[src/include/smc_pkg.sv]
package smc_pkg;
  // ----------------------------------------
  // Frame constants
  // ----------------------------------------
  localparam logic [7:0] CMD_HEADER = 8'haa;
  localparam logic [7:0] RSP_HEADER = 8'hbb;
  localparam logic [7:0] DEF_ADDR = 8'h01;
  localparam logic [7:0] OP_FACTORY = 8'h0f;
  localparam logic [7:0] SUB_MARKER = 8'h03;
  localparam logic [7:0] MARK_CLEAR = 8'h00;
  localparam logic [7:0] MARK_SET = 8'h01;
  localparam logic [7:0] STAT_OK_HI = 8'h00;
  localparam logic [7:0] STAT_NOTAG_LO = 8'h71;
  localparam logic [31:0] MARKER_SET_WORD = 32'h00000001;
  localparam logic [31:0] MARKER_CLEAR_WORD = 32'hffffffff;
  localparam logic [31:0] TAG_ID_ALL_ONES = 32'hffffffff;
  localparam logic [2:0] RSP_LAST = 3'h5;
  localparam logic [2:0] IDX_CRC_HI = 3'h4;

  typedef enum logic [2:0] {
    PS_HDR = 3'b000,
    PS_ADDR = 3'b001,
    PS_OP = 3'b010,
    PS_SUB = 3'b011,
    PS_VAL = 3'b100,
    PS_CRC_HI = 3'b101,
    PS_CRC_LO = 3'b110
  } smc_parse_e;
endpackage

[src/include/smc_rsp_if.sv]
`timescale 1ns/1ps
interface smc_rsp_if;
  logic start;
  logic [7:0] addr;
  logic [7:0] statHi;
  logic [7:0] statLo;
  logic [15:0] crc;
  logic busy;
  modport ctl (output start, output addr, output statHi, output statLo, output crc, input busy);
  modport tx (input start, input addr, input statHi, input statLo, input crc, output busy);
endinterface

[src/verilog/smc_marker_cmd.sv]
`timescale 1ns/1ps
// Operation
// - Command frames begin with header 0xaa
// - Act only on frames to own address
// - Opcode 0x0f selects factory category
// - Sub-opcode 0x03 then marker value byte
// - Value 0x00 clears marker, waits for setup tag
// - Value 0x01 writes word 0x00000001
// - Optional CRC pair ends frames
// - Response: 0xbb, address, status, CRC
// - Clear without tag answers 0x00 0x71
// - Waiting: search tag, block, report error
// - Scanned setup tag resumes normal operation
// - No response to set command
// - Set command makes tag id all ones
// - Marker set: no tag requests, normal
// - Only marker changes, no full reformat
// - Clear writes all-ones marker word
module smc_marker_cmd
  import smc_pkg::*;
(
  input wire logic mclk,
  input wire logic nrst,
  input wire logic [7:0] ownAddr,
  input wire logic [7:0] rxData,
  input wire logic rxValid,
  input wire logic rxFrameEnd,
  input wire logic [15:0] rspCrc,
  output logic [7:0] txData,
  output logic txValid,
  input wire logic txReady,
  input wire logic [31:0] flashMarker,
  input wire logic flashMarkerValid,
  output logic flashWrite,
  output logic [31:0] flashWData,
  input wire logic flashDone,
  output logic tagIdWrite,
  output logic [31:0] tagIdData,
  input wire logic tagScanned,
  output logic tagSearch,
  output logic normalOp,
  output logic errNoTag,
  output logic errReportTick
);
  typedef struct packed {
    smc_parse_e ps;
    logic hit;
    logic [7:0] value;
    logic waiting;
    logic loaded;
    logic flashWrite;
    logic [31:0] flashWData;
    logic flashBusy;
    logic tagIdWrite;
    logic rspPend;
    logic rspStart;
    logic errTick;
  } smc_main_s;

  smc_main_s st_r;
  smc_main_s st_nxt;
  smc_rsp_if rspBus ();

  // ----------------------------------------
  // Frame parser and marker control
  // ----------------------------------------
  always_comb begin
    st_nxt = st_r;
    st_nxt.flashWrite = 1'b0;
    st_nxt.tagIdWrite = 1'b0;
    st_nxt.rspStart = 1'b0;
    st_nxt.errTick = 1'b0;
    if (!st_r.loaded && flashMarkerValid) begin
      st_nxt.loaded = 1'b1;
      st_nxt.waiting = (flashMarker != MARKER_SET_WORD);
    end
    if (flashDone) begin
      st_nxt.flashBusy = 1'b0;
    end
    if (rxValid) begin
      unique case (st_r.ps)
        PS_HDR: begin
          if (rxData == CMD_HEADER) begin
            st_nxt.ps = PS_ADDR;
          end
        end
        PS_ADDR: begin
          st_nxt.hit = (rxData == ownAddr);
          st_nxt.ps = PS_OP;
        end
        PS_OP: begin
          st_nxt.hit = st_r.hit && (rxData == OP_FACTORY);
          st_nxt.ps = PS_SUB;
        end
        PS_SUB: begin
          st_nxt.hit = st_r.hit && (rxData == SUB_MARKER);
          st_nxt.ps = PS_VAL;
        end
        PS_VAL: begin
          st_nxt.value = rxData;
          st_nxt.ps = PS_CRC_HI;
          // Only marker state changes; no reformat of anything else
          if (st_r.hit && rxData == MARK_CLEAR) begin
            st_nxt.waiting = 1'b1;
            st_nxt.flashWrite = 1'b1;
            st_nxt.flashWData = MARKER_CLEAR_WORD;
            st_nxt.flashBusy = 1'b1;
            st_nxt.rspPend = 1'b1;
          end else if (st_r.hit && rxData == MARK_SET) begin
            st_nxt.waiting = 1'b0;
            st_nxt.flashWrite = 1'b1;
            st_nxt.flashWData = MARKER_SET_WORD;
            st_nxt.flashBusy = 1'b1;
            st_nxt.tagIdWrite = 1'b1;
            st_nxt.rspPend = 1'b0;
          end
        end
        PS_CRC_HI: begin
          st_nxt.ps = PS_CRC_LO;
        end
        PS_CRC_LO: begin
          st_nxt.ps = PS_HDR;
        end
        default: begin
          st_nxt.ps = PS_HDR;
        end
      endcase
    end
    // CRC bytes are optional, so frame end also resynchronises
    if (rxFrameEnd) begin
      st_nxt.ps = PS_HDR;
      st_nxt.hit = 1'b0;
    end
    if (st_r.waiting && tagScanned) begin
      st_nxt.waiting = 1'b0;
      st_nxt.rspPend = 1'b0;
    end
    // A scan or set command in this cycle cancels a response not yet started
    if (st_r.rspPend && st_nxt.waiting && !rspBus.busy && !st_r.flashBusy
        && !st_r.rspStart) begin
      st_nxt.rspPend = 1'b0;
      st_nxt.rspStart = 1'b1;
      st_nxt.errTick = 1'b1;
    end
    if (st_r.waiting && !st_r.rspPend && !rspBus.busy && !st_r.rspStart
        && !st_nxt.rspStart && !tagScanned) begin
      st_nxt.rspPend = 1'b1;
    end
  end

  always_ff @(posedge mclk) begin
    if (!nrst) begin
      st_r <= '0;
    end else begin
      st_r <= st_nxt;
    end
  end

  assign rspBus.start = st_r.rspStart;
  assign rspBus.addr = ownAddr;
  assign rspBus.statHi = STAT_OK_HI;
  assign rspBus.statLo = STAT_NOTAG_LO;
  assign rspBus.crc = rspCrc;

  smc_rsp_tx uTx (
    .mclk(mclk),
    .nrst(nrst),
    .rsp(rspBus),
    .txData(txData),
    .txValid(txValid),
    .txReady(txReady)
  );

  assign flashWrite = st_r.flashWrite;
  assign flashWData = st_r.flashWData;
  assign tagIdWrite = st_r.tagIdWrite;
  assign tagIdData = TAG_ID_ALL_ONES;
  assign tagSearch = st_r.waiting;
  assign normalOp = st_r.loaded && !st_r.waiting;
  assign errNoTag = st_r.waiting;
  assign errReportTick = st_r.errTick;
endmodule

[src/verilog/smc_rsp_tx.sv]
`timescale 1ns/1ps
module smc_rsp_tx
  import smc_pkg::*;
(
  input wire logic mclk,
  input wire logic nrst,
  smc_rsp_if.tx rsp,
  output logic [7:0] txData,
  output logic txValid,
  input wire logic txReady
);
  typedef struct packed {
    logic busy;
    logic [2:0] idx;
    logic [47:0] frame;
  } smc_tx_s;

  smc_tx_s st_r;
  smc_tx_s st_nxt;

  // ----------------------------------------
  // Response serialiser
  // ----------------------------------------
  always_comb begin
    st_nxt = st_r;
    if (!st_r.busy && rsp.start) begin
      st_nxt.busy = 1'b1;
      st_nxt.idx = 3'h0;
      st_nxt.frame = {RSP_HEADER, rsp.addr, rsp.statHi, rsp.statLo, rsp.crc};
    end else if (st_r.busy && txReady) begin
      st_nxt.frame = {st_r.frame[39:0], 8'h00};
      st_nxt.idx = st_r.idx + 3'h1;
      if (st_r.idx == RSP_LAST) begin
        st_nxt.busy = 1'b0;
      end
    end
  end

  always_ff @(posedge mclk) begin
    if (!nrst) begin
      st_r <= '0;
    end else begin
      st_r <= st_nxt;
    end
  end

  assign txData = st_r.frame[47:40];
  assign txValid = st_r.busy;
  assign rsp.busy = st_r.busy;
endmodule
[config.mk]
export PLATFORM = sky130hd
export DESIGN_NAME = smc_marker_cmd
export DESIGN_NICKNAME = d
export VERILOG_FILES = /design/src/include/smc_pkg.sv /design/src/include/smc_rsp_if.sv /design/src/verilog/smc_marker_cmd.sv /design/src/verilog/smc_rsp_tx.sv
export SDC_FILE = /design/constraint.sdc
export NUM_CORES = 1
export LEC_CHECK = 0
export BUFFER_PORTS_ARGS = -buffer_cell sky130_fd_sc_hd__buf_4
export CELL_PAD_IN_SITES_DETAIL_PLACEMENT = 1
export CELL_PAD_IN_SITES_GLOBAL_PLACEMENT = 1
export CORE_ASPECT_RATIO = 0.5
export CORE_MARGIN = 5
export CORE_UTILIZATION = 35
export DETAILED_ROUTE_END_ITERATION = 16
export PLACE_DENSITY_LB_ADDON = 0.1
export RECOVER_POWER = 100
export SLEW_MARGIN = 20
export SYNTH_ARGS = -nofsm -noshare
export SYNTH_HDL_FRONTEND = slang
export SYNTH_HIERARCHICAL = 1
export SYNTH_SLANG_ARGS = --single-unit
[constraint.sdc]
create_clock -name mclk -period 1.9 [get_ports mclk]
set_input_delay 0 -clock mclk [delete_from_list [all_inputs] [get_ports mclk]]
set_output_delay 0 -clock mclk [all_outputs]
set_load 0.03 [all_outputs]
==> impl_results.html <==
<table>
<tr><th>Metric</th><th>Value</th></tr>
<tr><th colspan="2">STA</th></tr>
<tr><td>Worst-margin pin slew</td><td>~0.68 ns</td></tr>
<tr><td>Worst clock skew</td><td>0.00421 ns</td></tr>
<tr><td>Aggregate negative setup slack</td><td>0 ns</td></tr>
<tr><td>Rel. slew slack</td><td>0.548</td></tr>
<tr><td>RSZ-0062 raised after global routing</td><td>false</td></tr>
<tr><td>Tightest hold margin</td><td>just under 0.009 ns</td></tr>
<tr><td>Minimum clock period after layout</td><td>approximately 1.8 ns</td></tr>
<tr><td>Count of pins over their slew limit</td><td>0</td></tr>
<tr><td>Number of hold-slack violations in the final timing report</td><td>0</td></tr>
<tr><td>Count of final setup violators</td><td>0</td></tr>
<tr><td>Final Cycle Share</td><td>0.926</td></tr>
<tr><td>Timing-limited maximum frequency</td><td>roughly 570 MHz</td></tr>
<tr><th colspan="2">Clock network</th></tr>
<tr><td>Clock slew at reported path FFs</td><td>~0.050 ns</td></tr>
<tr><td>CTS Hold Buffers Added</td><td>23</td></tr>
<tr><td>CTS tree</td><td>done</td></tr>
<tr><td>Number of sinks on the clock net</td><td>65</td></tr>
<tr><td>Buffers inserted by post-CTS timing repair</td><td>0</td></tr>
<tr><td>Total CTS buffers</td><td>9</td></tr>
<tr><td>Longest Clk Path Bufs</td><td>2</td></tr>
<tr><td>Post-cts sizing count</td><td>0</td></tr>
<tr><td>Clock root cell</td><td>sky130_fd_sc_hd__clkbuf_16</td></tr>
<tr><td>Insertion delay to the later sink of the worst-skew pair</td><td>around 0.33 ns</td></tr>
<tr><td>H-Tree Depth</td><td>3</td></tr>
<tr><th colspan="2">Min path</th></tr>
<tr><td>End point of the worst hold path</td><td>uTx/st_r[37]$_SDFFE_PN0P_</td></tr>
<tr><td>Worst min-delay path startpoint</td><td>ownAddr[5]</td></tr>
<tr><td>Count of cells along the worst hold path</td><td>3</td></tr>
<tr><td>Tightest Hold Check Type</td><td>input pin to register</td></tr>
<tr><th colspan="2">Floorplanning</th></tr>
<tr><td>I/O pin count</td><td>approximately 150</td></tr>
<tr><td>Initial Utilization</td><td>0.354</td></tr>
<tr><td>Placement row count</td><td>26</td></tr>
<tr><td>Die width</td><td>153 um</td></tr>
<tr><td>Floorplan Core Area</td><td>0.0101 mm2</td></tr>
<tr><td>Total die area</td><td>0.0124 mm2</td></tr>
<tr><td>Height of the chip</td><td>81.3 um</td></tr>
<tr><th colspan="2">Synthesis</th></tr>
<tr><td>Share of flip-flops with an asynchronous set or reset after synthesis</td><td>0</td></tr>
<tr><td>Most used flip-flop cell after synthesis</td><td>sky130_fd_sc_hd__dfxtp_1</td></tr>
<tr><td>Count of distinct cell types in the synthesized netlist</td><td>between 50 and 60</td></tr>
<tr><td>Number of enable flip-flop cells after synthesis</td><td>0</td></tr>
<tr><td>Share of synthesized area occupied by flip-flops and latches</td><td>0.365</td></tr>
<tr><td>Number of warning messages in the yosys log</td><td>6</td></tr>
<tr><td>Share of Yosys cell area claimed by the top area cell type</td><td>0.365</td></tr>
<tr><td>Syn avg cell area</td><td>approximately 9.1 um2</td></tr>
<tr><td>Most frequently used cell type in the post-synthesis netlist</td><td>sky130_fd_sc_hd__buf_4</td></tr>
<tr><td>Number of standard cells after synthesis</td><td>393</td></tr>
<tr><td>Number of register bits inferred by synthesis</td><td>65</td></tr>
<tr><td>Netlist area before placement</td><td>around 0.0036 mm2</td></tr>
<tr><td>Cell taking the most area after synthesis</td><td>sky130_fd_sc_hd__dfxtp_1</td></tr>
<tr><td>Biggest area contributors in the synthesized netlist</td><td>sky130_fd_sc_hd__dfxtp_1, sky130_fd_sc_hd__buf_4, sky130_fd_sc_hd__a22oi_1</td></tr>
<tr><td>Most instantiated cells after synthesis</td><td>sky130_fd_sc_hd__buf_4, sky130_fd_sc_hd__dfxtp_1, sky130_fd_sc_hd__nand2_1, sky130_fd_sc_hd__a22oi_1, sky130_fd_sc_hd__a21boi_1</td></tr>
<tr><th colspan="2">Finish</th></tr>
<tr><td>Post-layout nets</td><td>583</td></tr>
<tr><td>Design area</td><td>~0.0045 mm2</td></tr>
<tr><td>Area of combinational cells with multiple inputs</td><td>about 0.0017 mm2</td></tr>
<tr><td>Layout cells sized above 1</td><td>0.214</td></tr>
<tr><td>Storage element area</td><td>0.00130 mm2</td></tr>
<tr><td>Final antenna diode count</td><td>0</td></tr>
<tr><td>Growth of design area from synthesis to finish</td><td>26.5%</td></tr>
<tr><td>Number of filler instances in the final layout</td><td>about 1200</td></tr>
<tr><th colspan="2">Route</th></tr>
<tr><td>Antenna viol nets, final</td><td>0</td></tr>
<tr><td>Iteration-0 DRC Markers</td><td>about 100</td></tr>
<tr><td>Per-cell routed wire length</td><td>around 15 um</td></tr>
<tr><td>Total via count after detailed routing</td><td>just over 3000</td></tr>
<tr><td>Final routed wirelength across all metal layers</td><td>9700 um</td></tr>
<tr><td>Residual DRC count</td><td>0</td></tr>
<tr><td>Detailed-router iteration count before antenna repair</td><td>4</td></tr>
<tr><td>Average vias per placed instance</td><td>4.65</td></tr>
<tr><th colspan="2">Power and ir drop</th></tr>
<tr><td>Power density over cell area</td><td>756 mW/mm2</td></tr>
<tr><td>Switching part of the total power</td><td>0.247</td></tr>
<tr><td>Clk network pwr share</td><td>0.461</td></tr>
<tr><td>Cell Int Power</td><td>around 0.0026 W</td></tr>
<tr><td>Leakage power</td><td>1.70 nW</td></tr>
<tr><td>Switching power total</td><td>0.000843 W</td></tr>
<tr><td>Peak VDD IR</td><td>roughly 0.00040 V</td></tr>
<tr><td>Sequential power share</td><td>0.412</td></tr>
<tr><td>Comb power frac</td><td>0.127</td></tr>
<tr><th colspan="2">Worst setup path</th></tr>
<tr><td>Arrival time at the worst endpoint</td><td>around 2.0 ns</td></tr>
<tr><td>Kind of launch point of the worst setup path</td><td>register</td></tr>
<tr><td>Required @ worst endpoint</td><td>roughly 2.1 ns</td></tr>
<tr><td>Kind of critical path</td><td>register to register</td></tr>
<tr><td>Worst-case reg-to-reg path depth</td><td>4</td></tr>
<tr><td>Worst reg2reg path startpoint</td><td>st_r[49]$_SDFFE_PP0P_</td></tr>
<tr><td>Startpoint of the most critical setup path</td><td>st_r[49]$_SDFFE_PP0P_</td></tr>
<tr><td>Setup slack of the worst register-to-register path</td><td>~0.14 ns</td></tr>
<tr><td>Critical Path End Type</td><td>register</td></tr>
<tr><td>Capture point of the worst reg-to-reg path</td><td>st_r[2]$_SDFFE_PN0P_</td></tr>
<tr><td>Worst Path Max Fanout</td><td>3</td></tr>
<tr><th colspan="2">Placement</th></tr>
<tr><td>HPWL after detailed placement</td><td>7100 um</td></tr>
<tr><td>Number of buffers inserted by port buffering</td><td>approximately 120</td></tr>
<tr><td>Routability congestion estimate</td><td>~0.76</td></tr>
<tr><td>Area of placed instances</td><td>roughly 0.0042 mm2</td></tr>
<tr><th colspan="2">GRT</th></tr>
<tr><td>Largest net degree at the start of global routing</td><td>between 40 and 50</td></tr>
<tr><td>Global-route wire length before repair</td><td>between 15000 and 20000 um</td></tr>
<tr><td>Via count of the first global-routing pass</td><td>around 3000</td></tr>
<tr><td>Total overflow reported by the global router</td><td>0</td></tr>
<tr><td>Aggregate global-route resource usage</td><td>0.154</td></tr>
<tr><td>Antenna violations before repair</td><td>0</td></tr>
<tr><th colspan="2">Job</th></tr>
<tr><td>Max capacitance violation total</td><td>0</td></tr>
<tr><th colspan="2">Status</th></tr>
<tr><td>Outcome</td><td>complete, no violations</td></tr>
</table>
flip-flops by register name (all words and copies together), names as in the netlist:
register      flops
uTx/st_r         43
uTx/txData        8
st_r              7
flashWData        2
errNoTag          1
flashWrite        1
rspBus.start      1
tagIdWrite        1
uTx/rsp.busy      1
cells in the final DEF, fill, tap and decap left out, types with 7 or more instances in the layout:
master,n
sky130_fd_sc_hd__buf_4,75
sky130_fd_sc_hd__dfxtp_1,65
sky130_fd_sc_hd__clkbuf_1,50
sky130_fd_sc_hd__conb_1,48
sky130_fd_sc_hd__nand2_1,46
sky130_fd_sc_hd__a22oi_1,32
sky130_fd_sc_hd__a21boi_0,29
sky130_fd_sc_hd__dlygate4sd3_1,24
sky130_fd_sc_hd__nand3_1,19
sky130_fd_sc_hd__o21ai_0,10
sky130_fd_sc_hd__nor4_1,9
sky130_fd_sc_hd__clkbuf_16,9
sky130_fd_sc_hd__xnor2_1,7
through the flow:
| stage | setup slack (ns) | power (W) | std cells | util |
|---|---|---|---|---|
| after CTS | 0.187 | 0.00347 | 653 | 0.468 |
| after detailed placement | 0.192 | 0.00184 | 614 | 0.415 |
| after global placement | 0.207 | 0.00184 | 614 | 0.415 |
| after global routing | 0.0679 | 0.00357 | 654 | 0.448 |
| final | 0.141 | 0.00341 | 654 | 0.448 |
| after floorplan | 0.127 | 0.00172 | 439 | - |
cell families after synthesis:
kind of cell / count (synthesis) / synth area share
other cells: 2 / 0.00211
flops: 65 / 0.365
fa+ha+maj: 2 / 0.00703
buf+inv: 99 / 0.214
xor+xnor: 10 / 0.0246
compound gates: 99 / 0.208
mux: 1 / 0.00632
simple gates: 115 / 0.173
routing by layer:
| metal | vias to the layer above | GRT usage | part of all wire |
|---|---|---|---|
| met2 | 107 | 0.260 | 0.46 |
| met5 | - | 0 | 0 |
| met4 | 0 | 0.0471 | 0.015 |
| met3 | 12 | 0.0538 | 0.063 |
| met1 | 1410 | 0.188 | 0.46 |
| li1 | 1511 | - | - |
area by class of cell:
class,count,share of cell area
Sequential cell,65,0.289
Multi-Input combinational cell,275,0.368
Tap cell,140,0.0389
Timing Repair Buffer,154,0.236
Clock buffer,12,0.0592
Clock inverter,4,0.00583
Inverter,4,0.00333
how the worst max path moves through the flow:
stage	slack [ns]	end	cells past startpoint
after floorplan	0.13	st_r[2]$_SDFFE_PN0P_	5
after global placement	0.21	st_r[2]$_SDFFE_PN0P_	4
after detailed placement	0.19	st_r[2]$_SDFFE_PN0P_	4
after CTS	0.19	st_r[2]$_SDFFE_PN0P_	4
after global routing	0.07	uTx/st_r[32]$_SDFFE_PN0P_	4
final	0.14	st_r[2]$_SDFFE_PN0P_	4
power by group through the flow:
stage | Clock (W) | Combinational, W | Sequential (W)
5_1_grt | 0.00170 | 0.000468 | 0.00140
2_1_floorplan | 0 | 0.000288 | 0.00143
4_1_cts | 0.00161 | 0.000447 | 0.00140
3_5_place_dp | 0 | 0.000408 | 0.00143
6_report | 0.00157 | 0.000433 | 0.00140
3_3_place_gp | 0 | 0.000407 | 0.00143
critical path, cell delays in order, from the launching register on:
cell                      delay (ns)
sky130_fd_sc_hd__dfxtp_1        0.30
sky130_fd_sc_hd__or4_1          0.57
sky130_fd_sc_hd__or4_1          0.46
sky130_fd_sc_hd__a31o_1         0.23
sky130_fd_sc_hd__o31a_1         0.09
(Power assumes the default switching activity.)
